--- src/design/smpt_consts.svh ---
/*
 Named constants for the message translator: codes, limits, bands and status.
 Assumes it is included by bare name by every design file that needs it.
*/
`ifndef SMPT_CONSTS_SVH
`define SMPT_CONSTS_SVH

// Native function codes
`define FC_RD_COIL 8'h01
`define FC_RD_INREL 8'h02
`define FC_RD_HOLD 8'h03
`define FC_RD_INREG 8'h04
`define FC_WR_COIL 8'h05
`define FC_WR_HOLD 8'h06
`define FC_LOOP 8'h08
`define FC_WR_COILS 8'h0f
`define FC_WR_HOLDS 8'h10

// Native address and size limits
`define ADR_MAX_WORD 16'hfffe
`define ADR_MAX_INREG 16'h7fff
`define LIM_BIT_RD 16'h07d0
`define LIM_WORD_RD 16'h007d
`define LIM_BIT_WR 16'h0320
`define LIM_WORD_WR 16'h0064

// Far-end per-command limits, in points or characters
`define PLC_BIT_RD 16'h0200
`define PLC_WORD_RD 16'h0040
`define PLC_BIT_WR 16'h00a0
`define PLC_WORD_WR 16'h0040
`define PLC_LOOP 16'h00fe

// Far-end commands of the common set
`define CMD_BIT_RD 8'h01
`define CMD_WORD_RD 8'h02
`define CMD_BIT_WR 8'h03
`define CMD_WORD_WR 8'h04
`define CMD_LOOP 8'h05

// Device codes sent to the far end
`define DEV_NONE 4'h0
`define DEV_OUT 4'h1
`define DEV_MREL 4'h2
`define DEV_SREL 4'h3
`define DEV_LREL 4'h4
`define DEV_ANN 4'h5
`define DEV_IN 4'h6
`define DEV_TS 4'h7
`define DEV_TC 4'h8
`define DEV_CS 4'h9
`define DEV_CC 4'ha
`define DEV_TN 4'hb
`define DEV_CN 4'hc
`define DEV_DATA 4'hd
`define DEV_SDATA 4'he
`define DEV_FILE 4'hf
`define DEV_LINK 4'h4

// Start-number band bases
`define CO_M_BASE 16'h0800
`define CO_S_BASE 16'h1000
`define CO_B_BASE 16'h1100
`define CO_F_BASE 16'h1500
`define CO_END 16'h1600
`define IR_TS_BASE 16'h0800
`define IR_TC_BASE 16'h0900
`define IR_CS_BASE 16'h0a00
`define IR_CC_BASE 16'h0b00
`define IR_END 16'h0c00
`define IN_CN_BASE 16'h0100
`define IN_END 16'h0200
`define HR_S_BASE 16'h0400
`define HR_W_BASE 16'h0500
`define HR_R_BASE 16'h0900
`define HR_END 16'h2900

// Status codes and fixed steps
`define STAT_OK 8'h00
`define STAT_BAD_REQ 8'h01
`define STAT_REMOTE 8'h02
`define STAT_BAD_CMD 8'h03
`define STEP_BIT 16'h0010
`define STEP_WORD 16'h0001
`define HDR_LAST 2'h3
`define FIFO_DEPTH 4

`endif

--- src/design/smpt_pkg.sv ---
/*
 Types shared by both ends of the translator link.
 Assumes the constants header is compiled alongside.
*/
package smpt_pkg;
    typedef logic [15:0] smpt_word_t;
    typedef enum {SMPT_D_IDLE, SMPT_D_HDR, SMPT_D_DATA, SMPT_D_WAIT, SMPT_D_RDATA,
        SMPT_D_DONE, SMPT_D_FAIL} smpt_dev_state_e;
    typedef enum {SMPT_P_HDR, SMPT_P_WDATA, SMPT_P_STAT, SMPT_P_RDATA} smpt_plc_state_e;
endpackage : smpt_pkg

--- src/design/smpt_link_if.sv ---
/*
 Word link between the translating master and the remote controller.
 Assumes both ends share one clock; valid/ready handshake in each direction.
*/
interface smpt_link_if;
    logic cmd_valid;
    logic cmd_ready;
    logic [15:0] cmd_data;
    logic rsp_valid;
    logic rsp_ready;
    logic [15:0] rsp_data;

    modport master (output cmd_valid, output cmd_data, input cmd_ready,
        input rsp_valid, input rsp_data, output rsp_ready);
    modport slave (input cmd_valid, input cmd_data, output cmd_ready,
        output rsp_valid, output rsp_data, input rsp_ready);
endinterface : smpt_link_if

--- src/design/smpt_fifo.sv ---
/*
 Small synchronous FIFO with valid/ready on both sides.
 Assumes one clock and a synchronous active-low reset; depth is a power of two.
*/
module smpt_fifo #(
    parameter int WIDTH = 16,
    parameter int DEPTH = 4
) (
    input wire logic clk_i,
    input wire logic rst_b_i,
    input wire logic in_valid_i,
    output logic in_ready_o,
    input wire logic [WIDTH-1:0] in_data_i,
    output logic out_valid_o,
    input wire logic out_ready_i,
    output logic [WIDTH-1:0] out_data_o
);
    localparam int AW = $clog2(DEPTH);
    logic [WIDTH-1:0] mem [0:DEPTH-1];
    logic [AW:0] wr_ptr, rd_ptr;
    logic push, pop;

    // Full when pointers differ only in the wrap bit
    assign in_ready_o = !((wr_ptr[AW] != rd_ptr[AW]) && (wr_ptr[AW-1:0] == rd_ptr[AW-1:0]));
    assign out_valid_o = (wr_ptr != rd_ptr);
    assign out_data_o = mem[rd_ptr[AW-1:0]];
    assign push = in_valid_i && in_ready_o;
    assign pop = out_valid_o && out_ready_i;

    // Storage needs no reset; only pointers carry state
    always_ff @(posedge clk_i) begin
        if (push) begin
            mem[wr_ptr[AW-1:0]] <= in_data_i;
        end
    end

    // Pointer update
    always_ff @(posedge clk_i) begin
        if (!rst_b_i) begin
            wr_ptr <= '0;
            rd_ptr <= '0;
        end else begin
            if (push) begin
                wr_ptr <= wr_ptr + 1'b1;
            end
            if (pop) begin
                rd_ptr <= rd_ptr + 1'b1;
            end
        end
    end
endmodule : smpt_fifo

--- src/design/smpt_dev_end.sv ---
/*
 Translating master: checks a native request, sends it on through a 4-word FIFO.
 Assumes one clock, synchronous active-low reset and a slave end on the link.
*/
// What this block does
// RQ1 - One slave per request, slave answers
// RQ2 - Request carries the unique slave address
// RQ3 - 01H/02H: address any, 1-2000 bits
// RQ4 - 03H: address to 65534, 1-125 words
// RQ5 - 04H: address to 32767, 1-125 words
// RQ6 - 05H: single coil, no length; the code refuses 05H
// RQ7 - 06H: single register to 65534, no length
// RQ8 - 0FH: many coils, 1-800 bits
// RQ9 - 10H: many registers, 1-100 words
// RQ10 - Convert native requests internally, user unchanged
// RQ11 - Only type 1 set, always master
// RQ12 - Bit reads in 16-point units, 512 max
// RQ13 - Word reads in points, 64 max
// RQ14 - Coil writes in 16-point units, 160 max
// RQ15 - Register writes in points, 64 max
// RQ16 - 08H becomes loopback, 254 characters max
// RQ17 - No model-specific commands or extended registers
// RQ18 - Coil start numbers map to bit bands
// RQ19 - Input relay numbers map to input bands
// RQ20 - Register numbers map to word bands
// RQ21 - Address selects remote and local location
// RQ22 - Non-negative offset shifts local store address
// RQ23 - Refuse bad requests without using link
`include "smpt_consts.svh"
module smpt_dev_end import smpt_pkg::*; (
    input wire logic clk_i,
    input wire logic rst_b_i,
    smpt_link_if.master lnk,
    input wire logic req_valid_i,
    output logic req_ready_o,
    input wire logic [7:0] req_fc_i,
    input wire logic [7:0] req_slave_i,
    input wire logic [15:0] req_addr_i,
    input wire logic [15:0] req_size_i,
    input wire logic [15:0] req_offset_i,
    input wire logic wr_valid_i,
    output logic wr_ready_o,
    input wire logic [15:0] wr_data_i,
    output logic rd_valid_o,
    output logic [15:0] rd_data_o,
    output logic [15:0] rd_addr_o,
    output logic done_o,
    output logic err_o,
    output logic [7:0] stat_o
);
    // Native range check joined with the far end's tighter per-command limits
    function automatic logic req_ok(input logic [7:0] fc, input logic [15:0] a,
        input logic [15:0] n);
        case (fc)
            `FC_RD_COIL, `FC_RD_INREL: req_ok = (n != 16'h0000) && (n <= `LIM_BIT_RD)
                && (n <= `PLC_BIT_RD); // RQ3 RQ12
            `FC_RD_HOLD: req_ok = (a <= `ADR_MAX_WORD) && (n != 16'h0000)
                && (n <= `LIM_WORD_RD) && (n <= `PLC_WORD_RD); // RQ4 RQ13
            `FC_RD_INREG: req_ok = (a <= `ADR_MAX_INREG) && (n != 16'h0000)
                && (n <= `LIM_WORD_RD) && (n <= `PLC_WORD_RD); // RQ5 RQ13
            `FC_WR_HOLD: req_ok = (a <= `ADR_MAX_WORD); // RQ7
            `FC_WR_COILS: req_ok = (n != 16'h0000) && (n <= `LIM_BIT_WR)
                && (n <= `PLC_BIT_WR); // RQ8 RQ14
            `FC_WR_HOLDS: req_ok = (a <= `ADR_MAX_WORD) && (n != 16'h0000)
                && (n <= `LIM_WORD_WR) && (n <= `PLC_WORD_WR); // RQ9 RQ15
            `FC_LOOP: req_ok = (n != 16'h0000) && (n <= `PLC_LOOP); // RQ16
            // Single-coil write has no command in the common set
            default: req_ok = 1'b0; // RQ6 RQ17 RQ23
        endcase
    endfunction : req_ok
    // Start number to {hit, device code, index within device}
    function automatic logic [20:0] map_dev(input logic [7:0] fc, input logic [15:0] a);
        map_dev = 21'h000000;
        case (fc)
            `FC_RD_COIL, `FC_WR_COILS: begin // RQ18
                if (a < `CO_M_BASE) map_dev = {1'b1, `DEV_OUT, a};
                else if (a < `CO_S_BASE) map_dev = {1'b1, `DEV_MREL, a - `CO_M_BASE};
                else if (a < `CO_B_BASE) map_dev = {1'b1, `DEV_SREL, a - `CO_S_BASE};
                else if (a < `CO_F_BASE) map_dev = {1'b1, `DEV_LREL, a - `CO_B_BASE};
                else if (a < `CO_END) map_dev = {1'b1, `DEV_ANN, a - `CO_F_BASE};
            end
            `FC_RD_INREL: begin // RQ19
                if (a < `IR_TS_BASE) map_dev = {1'b1, `DEV_IN, a};
                else if (a < `IR_TC_BASE) map_dev = {1'b1, `DEV_TS, a - `IR_TS_BASE};
                else if (a < `IR_CS_BASE) map_dev = {1'b1, `DEV_TC, a - `IR_TC_BASE};
                else if (a < `IR_CC_BASE) map_dev = {1'b1, `DEV_CS, a - `IR_CS_BASE};
                else if (a < `IR_END) map_dev = {1'b1, `DEV_CC, a - `IR_CC_BASE};
            end
            `FC_RD_INREG: begin // RQ20
                if (a < `IN_CN_BASE) map_dev = {1'b1, `DEV_TN, a};
                else if (a < `IN_END) map_dev = {1'b1, `DEV_CN, a - `IN_CN_BASE};
            end
            `FC_RD_HOLD, `FC_WR_HOLD, `FC_WR_HOLDS: begin // RQ20
                if (a < `HR_S_BASE) map_dev = {1'b1, `DEV_DATA, a};
                else if (a < `HR_W_BASE) map_dev = {1'b1, `DEV_SDATA, a - `HR_S_BASE};
                else if (a < `HR_R_BASE) map_dev = {1'b1, `DEV_LINK, a - `HR_W_BASE};
                else if (a < `HR_END) map_dev = {1'b1, `DEV_FILE, a - `HR_R_BASE};
            end
            `FC_LOOP: map_dev = {1'b1, `DEV_NONE, 16'h0000};
            default: map_dev = 21'h000000;
        endcase
    endfunction : map_dev
    // Native code to far-end command; 06H travels as a one-point word write
    function automatic logic [7:0] plc_cmd(input logic [7:0] fc);
        case (fc)
            `FC_RD_COIL, `FC_RD_INREL: plc_cmd = `CMD_BIT_RD; // RQ12
            `FC_RD_HOLD, `FC_RD_INREG: plc_cmd = `CMD_WORD_RD; // RQ13
            `FC_WR_COILS: plc_cmd = `CMD_BIT_WR; // RQ14
            `FC_WR_HOLD, `FC_WR_HOLDS: plc_cmd = `CMD_WORD_WR; // RQ15
            default: plc_cmd = `CMD_LOOP; // RQ16
        endcase
    endfunction : plc_cmd
    // Words on the link: bit types pack 16 points, loopback packs 2 characters
    function automatic logic [15:0] link_words(input logic [7:0] fc, input logic [15:0] n);
        case (fc)
            `FC_RD_COIL, `FC_RD_INREL, `FC_WR_COILS: link_words = (n + 16'h000f) >> 4;
            `FC_LOOP: link_words = (n + 16'h0001) >> 1;
            `FC_WR_HOLD: link_words = 16'h0001;
            default: link_words = n;
        endcase
    endfunction : link_words
    smpt_dev_state_e state;
    logic [7:0] slave_q, cmd_q, fail_code;
    logic [3:0] dev_q;
    logic [15:0] idx_q, cnt_q, base_q, k, hold, f_in_data;
    logic [1:0] hdr_k;
    logic hold_full, f_in_valid, f_in_ready, push, rsp_fire, has_wdata, has_rdata;
    logic [20:0] map_now;
    assign map_now = map_dev(req_fc_i, req_addr_i);
    assign has_wdata = (cmd_q == `CMD_BIT_WR) || (cmd_q == `CMD_WORD_WR) || (cmd_q == `CMD_LOOP);
    assign has_rdata = (cmd_q == `CMD_BIT_RD) || (cmd_q == `CMD_WORD_RD) || (cmd_q == `CMD_LOOP);
    assign push = f_in_valid && f_in_ready;
    assign lnk.rsp_ready = (state == SMPT_D_WAIT) || (state == SMPT_D_RDATA);
    assign rsp_fire = lnk.rsp_valid && lnk.rsp_ready;
    // Header words then payload feed the FIFO; user never sees the far-end format
    always_comb begin
        f_in_valid = 1'b0;
        f_in_data = hold;
        if (state == SMPT_D_HDR) begin
            f_in_valid = 1'b1;
            case (hdr_k)
                2'h0: f_in_data = {slave_q, cmd_q}; // RQ2 RQ10
                2'h1: f_in_data = {12'h000, dev_q};
                2'h2: f_in_data = idx_q;
                default: f_in_data = cnt_q;
            endcase
        end else if (state == SMPT_D_DATA) begin
            f_in_valid = hold_full;
        end
    end
    // The FIFO decouples word production from link back-pressure
    smpt_fifo #(.WIDTH(16), .DEPTH(`FIFO_DEPTH)) u_tx_fifo (
        .clk_i(clk_i),
        .rst_b_i(rst_b_i),
        .in_valid_i(f_in_valid),
        .in_ready_o(f_in_ready),
        .in_data_i(f_in_data),
        .out_valid_o(lnk.cmd_valid),
        .out_ready_i(lnk.cmd_ready),
        .out_data_o(lnk.cmd_data)
    );
    // Request sequencing: one transaction in flight, so one slave per request
    always_ff @(posedge clk_i) begin
        if (!rst_b_i) begin
            state <= SMPT_D_IDLE;
            req_ready_o <= 1'b0;
            slave_q <= 8'h00;
            cmd_q <= 8'h00;
            dev_q <= 4'h0;
            idx_q <= 16'h0000;
            cnt_q <= 16'h0000;
            base_q <= 16'h0000;
            k <= 16'h0000;
            hdr_k <= 2'h0;
            fail_code <= `STAT_OK;
        end else begin
            case (state)
                SMPT_D_IDLE: begin
                    req_ready_o <= 1'b1;
                    if (req_valid_i && req_ready_o) begin
                        req_ready_o <= 1'b0;
                        fail_code <= `STAT_OK;
                        slave_q <= req_slave_i; // RQ2
                        cmd_q <= plc_cmd(req_fc_i); // RQ11
                        dev_q <= map_now[19:16];
                        idx_q <= map_now[15:0];
                        cnt_q <= link_words(req_fc_i, req_size_i);
                        base_q <= req_addr_i + req_offset_i; // RQ21 RQ22
                        hdr_k <= 2'h0;
                        k <= 16'h0000;
                        if (req_ok(req_fc_i, req_addr_i, req_size_i) && map_now[20]) begin
                            state <= SMPT_D_HDR;
                        end else begin
                            fail_code <= `STAT_BAD_REQ;
                            state <= SMPT_D_FAIL; // RQ23
                        end
                    end
                end
                SMPT_D_HDR: if (push) begin
                    hdr_k <= hdr_k + 2'h1;
                    if (hdr_k == `HDR_LAST) begin
                        state <= has_wdata ? SMPT_D_DATA : SMPT_D_WAIT;
                    end
                end
                SMPT_D_DATA: if (push) begin
                    k <= k + 16'h0001;
                    if (k == cnt_q - 16'h0001) begin
                        k <= 16'h0000;
                        state <= SMPT_D_WAIT;
                    end
                end
                SMPT_D_WAIT: if (rsp_fire) begin
                    // The answer must come from the addressed slave with good status
                    if (lnk.rsp_data[15:8] != slave_q || lnk.rsp_data[7:0] != `STAT_OK) begin
                        fail_code <= `STAT_REMOTE;
                        state <= SMPT_D_FAIL; // RQ1
                    end else begin
                        state <= has_rdata ? SMPT_D_RDATA : SMPT_D_DONE;
                    end
                end
                SMPT_D_RDATA: if (rsp_fire) begin
                    base_q <= base_q + ((cmd_q == `CMD_BIT_RD) ? `STEP_BIT : `STEP_WORD); // RQ21
                    k <= k + 16'h0001;
                    if (k == cnt_q - 16'h0001) begin
                        state <= SMPT_D_DONE;
                    end
                end
                SMPT_D_DONE, SMPT_D_FAIL: state <= SMPT_D_IDLE;
                default: state <= SMPT_D_IDLE;
            endcase
        end
    end
    // One-word holding stage keeps wr_ready_o a flop at the cost of one word per three cycles
    always_ff @(posedge clk_i) begin
        if (!rst_b_i) begin
            hold <= 16'h0000;
            hold_full <= 1'b0;
            wr_ready_o <= 1'b0;
        end else if (wr_ready_o && wr_valid_i) begin
            hold <= wr_data_i;
            hold_full <= 1'b1;
            wr_ready_o <= 1'b0;
        end else if (push && state == SMPT_D_DATA) begin
            hold_full <= 1'b0;
        end else begin
            wr_ready_o <= (state == SMPT_D_DATA) && !hold_full;
        end
    end
    // User-side results, all registered
    always_ff @(posedge clk_i) begin
        if (!rst_b_i) begin
            rd_valid_o <= 1'b0;
            rd_data_o <= 16'h0000;
            rd_addr_o <= 16'h0000;
            done_o <= 1'b0;
            err_o <= 1'b0;
            stat_o <= `STAT_OK;
        end else begin
            rd_valid_o <= (state == SMPT_D_RDATA) && rsp_fire;
            if ((state == SMPT_D_RDATA) && rsp_fire) begin
                rd_data_o <= lnk.rsp_data;
                rd_addr_o <= base_q; // RQ22
            end
            done_o <= (state == SMPT_D_DONE);
            err_o <= (state == SMPT_D_FAIL);
            if (state == SMPT_D_DONE || state == SMPT_D_FAIL) begin
                stat_o <= fail_code;
            end
        end
    end
endmodule : smpt_dev_end

--- src/flat_wrapper.sv ---
// flat-port wrapper written by rule: the top's interface ports become plain ports
module smpt_dev_end_flat import smpt_pkg::*;
  (clk_i, rst_b_i, req_valid_i, req_ready_o, req_fc_i, req_slave_i, req_addr_i, req_size_i, req_offset_i, wr_valid_i, wr_ready_o, wr_data_i, rd_valid_o, rd_data_o, rd_addr_o, done_o, err_o, stat_o, lnk_cmd_valid, lnk_cmd_data, lnk_cmd_ready, lnk_rsp_valid, lnk_rsp_data, lnk_rsp_ready);
  smpt_link_if lnk_i ();
  input wire logic clk_i;
  input wire logic rst_b_i;
  input wire logic req_valid_i;
  output logic req_ready_o;
  input wire logic [7:0] req_fc_i;
  input wire logic [7:0] req_slave_i;
  input wire logic [15:0] req_addr_i;
  input wire logic [15:0] req_size_i;
  input wire logic [15:0] req_offset_i;
  input wire logic wr_valid_i;
  output logic wr_ready_o;
  input wire logic [15:0] wr_data_i;
  output logic rd_valid_o;
  output logic [15:0] rd_data_o;
  output logic [15:0] rd_addr_o;
  output logic done_o;
  output logic err_o;
  output logic [7:0] stat_o;
  output wire logic [$bits(lnk_i.cmd_valid)-1:0] lnk_cmd_valid;
  output wire logic [$bits(lnk_i.cmd_data)-1:0] lnk_cmd_data;
  input wire logic [$bits(lnk_i.cmd_ready)-1:0] lnk_cmd_ready;
  input wire logic [$bits(lnk_i.rsp_valid)-1:0] lnk_rsp_valid;
  input wire logic [$bits(lnk_i.rsp_data)-1:0] lnk_rsp_data;
  output wire logic [$bits(lnk_i.rsp_ready)-1:0] lnk_rsp_ready;
  assign lnk_cmd_valid = lnk_i.cmd_valid;
  assign lnk_cmd_data = lnk_i.cmd_data;
  assign lnk_i.cmd_ready = lnk_cmd_ready;
  assign lnk_i.rsp_valid = lnk_rsp_valid;
  assign lnk_i.rsp_data = lnk_rsp_data;
  assign lnk_rsp_ready = lnk_i.rsp_ready;
  smpt_dev_end u_core (.clk_i(clk_i), .rst_b_i(rst_b_i), .lnk(lnk_i), .req_valid_i(req_valid_i), .req_ready_o(req_ready_o), .req_fc_i(req_fc_i), .req_slave_i(req_slave_i), .req_addr_i(req_addr_i), .req_size_i(req_size_i), .req_offset_i(req_offset_i), .wr_valid_i(wr_valid_i), .wr_ready_o(wr_ready_o), .wr_data_i(wr_data_i), .rd_valid_o(rd_valid_o), .rd_data_o(rd_data_o), .rd_addr_o(rd_addr_o), .done_o(done_o), .err_o(err_o), .stat_o(stat_o));
endmodule
--- config.mk ---
export PLATFORM = sky130hd
export DESIGN_NAME = smpt_dev_end_flat
export DESIGN_NICKNAME = d
export VERILOG_FILES = /design/src/design/smpt_pkg.sv /design/src/design/smpt_link_if.sv /design/src/design/smpt_fifo.sv /design/src/design/smpt_dev_end.sv /design/src/flat_wrapper.sv
export VERILOG_INCLUDE_DIRS = /design/src /design/src/design
export SDC_FILE = /design/constraint.sdc
export NUM_CORES = 1
export LEC_CHECK = 0
export BUFFER_PORTS_ARGS = -buffer_cell sky130_fd_sc_hd__buf_4
export CORE_ASPECT_RATIO = 0.75
export CORE_MARGIN = 4
export CORE_UTILIZATION = 29
export DETAILED_ROUTE_END_ITERATION = 8
export PLACE_DENSITY_LB_ADDON = 0.3
export SLEW_MARGIN = 20
export SYNTH_ARGS = -nofsm -noshare
export SYNTH_HDL_FRONTEND = slang
export SYNTH_SLANG_ARGS = --single-unit
export TNS_END_PERCENT = 100
--- constraint.sdc ---
create_clock -name clk_i -period 3.5 [get_ports clk_i]
set_input_delay 0.175 -clock clk_i [delete_from_list [all_inputs] [get_ports clk_i]]
set_output_delay 0.175 -clock clk_i [all_outputs]
set_load 0.05 [all_outputs]
==> out/metrics.csv <==
stage,metric,value,unit
outcome,status,"complete, no violations",
setup_path,r2r-start,u_core.cnt_q[0],
setup_path,crit_chain,inv_1 > ha_1 > or3b_2 > or4_1 > a31oi_1 > nand4_1 > or3_1 > a221oi_2 > o221a_1,
synth,yosys-top-cells-area,"dfxtp_1 (23%), edfxtp_1 (15%), nand2_1 (6.6%)",
power,p_seq_share,36.4,%
grt,gr-usage-met3,2.82,%
finish,finalNetCount,1927,
grt,grtUsageMet2,28.0,%
setup_path,critPathKind,reg -> reg,
power,p_clk_share,26.4,%
power,p_leak,0.00598,uW
setup_path,cp_slowest_stage_delay,0.57,ns
synth,synth_cell_types,85,
drt,drt_wl_total,46700,um
finish,drive_gt1_share,16.3,%
finish,diodes,0,
clock_network,cts_buffer_depth,3,
setup_path,start_kind,flop,
die,die_w,254,um
sta,setup_viol,0,
synth,ys_seq_area_share,37.3,%
setup_path,worstReg2RegEnd,u_core.state[1],
synth,synth_seq_cells,214,
die,core_area,44800,um2
sta,rsz0062_at_grt,no,
die,die_h,193,um
setup_path,critPathTopFamily,simple AND/OR/NAND/NOR gates,
power,switching_share,38.2,%
synth,synth_top_cell_area_share,22.8,%
synth,yosysTopAreaCell,dfxtp_1,
drt,route.detailed.drc,0,
grt,overflow,0,
drt,firstDrtPassIters,7,
drt,drt-initial-drc-count,1271,
sta,tns,0,ns
setup_path,rr_worst_depth,9,
sta,fin_crit_sh,89.9,%
die,start_util,29.4,%
clock_network,clkTransAtPathRegs,0.06,ns
drt,routedWlPerCell,19.7,um
die,die-area,49000,um2
drt,ant_nets,0,
placement,dp_hpwl,35200,um
placement,io_buffer_count,158,
finish,final_cells,2371,
grt,grt_pass1_wl,71600,um
synth,syn_inst,1593,
synth,syn_area_per_cell,8.28,um2
placement,globalplace.congestion,0.953,
die,io_pins,165,
sta,finalCriticalPeriod,3.15,ns
min_path,hold-path-endpoint,u_core.cnt_q[12],
min_path,hold_path_class,in -> reg,
clock_network,clk_latency,0.53,ns
synth,synth_async_sr_flop_share,0,%
min_path,holdPathStages,3,
grt,grt_pass1_vias,12000,
power,p_per_area,533,nW/um2
clock_network,cts_made_buffers,22,
power,combPwrFrac,37.2,%
drt,num_vias,12700,
setup_path,worst_ep_arrival_time,3.62,ns
power,ir_drop,0.000310,V
synth,yosysMostFrequentCell,nand2_1,
grt,antenna_found_initial,1,
sta,final-hold-violation-count,0,
drt,vias_per_cell,5.35,
setup_path,critPathMaxFanout,10,
power,p_sw,3310,uW
setup_path,r2r_setup_slack,0.35,ns
job,drv_cap,0,
grt,gr-max-usage-layer,met2,
sta,max_slew_margin,35.6,%
synth,synth_common_cells,"nand2_1 (233), a21oi_1 (156), dfxtp_1 (150)",
clock_network,postCtsSetupRepairBufs,0,
setup_path,required,3.97,ns
clock_network,htreeDepth,1,
synth,ys.flop_type,dfxtp_1,
setup_path,crit_buf_inv,1,
synth,syn_area,13200,um2
power,p_total,8660,uW
sta,tightest_slew,0.963,ns
placement,dp.cells,2279,
finish,area_growth,23.3,%
synth,yosysWarnings,0,
setup_path,crit_slowest_cell,or4_1,
grt,grt_usage,18.5,%
min_path,min_from,req_size_i[12],
clock_network,ctsRootBufferMaster,clkbuf_16,
finish,nFillCells,4642,
sta,final-max-slew-violation-count,0,
setup_path,cp-end-kind,flop,
finish,fin_util,36.3,%
grt,grt_max_degree,49,
power,internal-power,5350,uW
die,fp-row-count,67,
sta,clock_skew,0.0141,ns
clock_network,cts_tree,built,
sta,max_freq,318,MHz
grt,use_met1,28.0,%
clock_network,clock-sinks,214,
synth,synth_edf_count,64,
metrics by stage:
| stage | setup slack [ns] | cell area, um2 | hold WS (ns) |
|---|---|---|---|
| floorplan | 0.439 | 13200 | 0.301 |
| global placement | 0.353 | 15100 | 0.429 |
| detailed placement | 0.306 | 15100 | 0.434 |
| CTS | 0.279 | 16300 | 0.0159 |
| global route | 0.106 | 16300 | 0.0630 |
| finish | 0.354 | 16300 | 0.0365 |
power by group through the flow:
stage / clock, uW / sequential [uW] / combinational (uW)
floorplan: 0 / 3170 / 2230
global placement: 0 / 3190 / 3170
detailed placement: 0 / 3200 / 3170
CTS: 2350 / 3150 / 3230
global route: 2450 / 3190 / 3510
finish: 2290 / 3150 / 3220
worst reg2reg max path, delay by kind of cell, from the launching register on:
family	cells	cell delay, ns
and+or+nand+nor	4	1.71
AOI/OAI and AO/OA	3	0.60
DFF	1	0.37
adders and majority gates	1	0.32
buffers and inverters	1	0.10
how the worst max path moves through the flow:
stage | from | to | slack [ns] | depth (start not counted)
final | u_core.cnt_q[0] | u_core.state[1] | 0.35 | 9
after global placement | u_core.cnt_q[0] | u_core.k[11] | 0.35 | 10
after CTS | u_core.cnt_q[0] | u_core.k[12] | 0.28 | 10
after global routing | u_core.cnt_q[0] | u_core.state[2] | 0.11 | 9
after floorplan | req_addr_i[10] | u_core.idx_q[11] | 0.44 | 12
after detailed placement | u_core.cnt_q[0] | u_core.k[0] | 0.31 | 10
state kept, by name (all words and copies together), names as in the netlist, 2 cells and up, named ones only:
signal,cells
u_core.u_tx_fifo.mem,64
u_core.base_q,16
u_core.cnt_q,16
u_core.hold,16
u_core.idx_q,16
u_core.k,16
u_core.rd_addr_o,16
u_core.rd_data_o,16
u_core.slave_q,8
u_core.dev_q,4
u_core.cmd_q,3
u_core.state,3
u_core.u_tx_fifo.rd_ptr,3
u_core.u_tx_fifo.wr_ptr,3
u_core.fail_code,2
u_core.hdr_k,2
u_core.stat_o,2
cell families (layout without fill, tap and decap cells):
logic type | count (synthesis) | in the layout | synth area share (%)
AOI/OAI and AO/OA | 448 | 448 | 21.6
xor gates and xnor gates | 80 | 80 | 5.31
adders and majority gates | 56 | 56 | 5.37
buffers and inverters | 157 | 344 | 4.76
DFF | 214 | 214 | 37.3
muxes | 28 | 28 | 3.76
other | 1 | 6 | 0.0284
and+or+nand+nor | 609 | 609 | 21.8
metal layers:
layer / wire length [um] / part of all wire (%) / up-vias
met2: 20200 / 43 / 387
met1: 23100 / 49 / 6102
met3: 2650 / 5.7 / 50
li1: - / - / 6152
met5: 12 / 0.026 / -
met4: 686 / 1.5 / 2
cells in the final DEF, fill, tap and decap left out, types with 11 or more instances in the layout:
cell	instances
nand2_1	233
buf_4	208
a21oi_1	156
dfxtp_1	150
nor2_1	139
o21ai_0	88
edfxtp_1	64
ha_1	55
dlygate4sd3_1	52
xnor2_1	49
inv_1	42
nor3_1	38
nand3_1	35
xor2_1	31
a211oi_1	25
nand4_1	24
a31oi_1	23
clkbuf_16	22
nor4_1	21
or3_1	17
mux4_2	17
and3_1	16
a22oi_1	15
nand2b_1	15
nor2b_1	12
o211ai_1	12
and2_1	11
area by class of cell:
class / instances / area [um2] / area share (%)
Clock buffer: 33 / 612 / 3.76
Clock inverter: 7 / 75.1 / 0.462
Inverter: 44 / 166 / 1.02
Multi-Input combinational cell: 1227 / 7670 / 47.2
Sequential cell: 214 / 4920 / 30.3
Tap cell: 586 / 733 / 4.51
Timing Repair Buffer: 260 / 2080 / 12.8
timing repair:
item	4_1_cts	5_1_grt
gates resized for setup	0	1
endpoints found under the hold margin	53	0
hold buffers	52	0
endpoints found under the setup margin	0	6
Power figures use the tool's default switching activity.
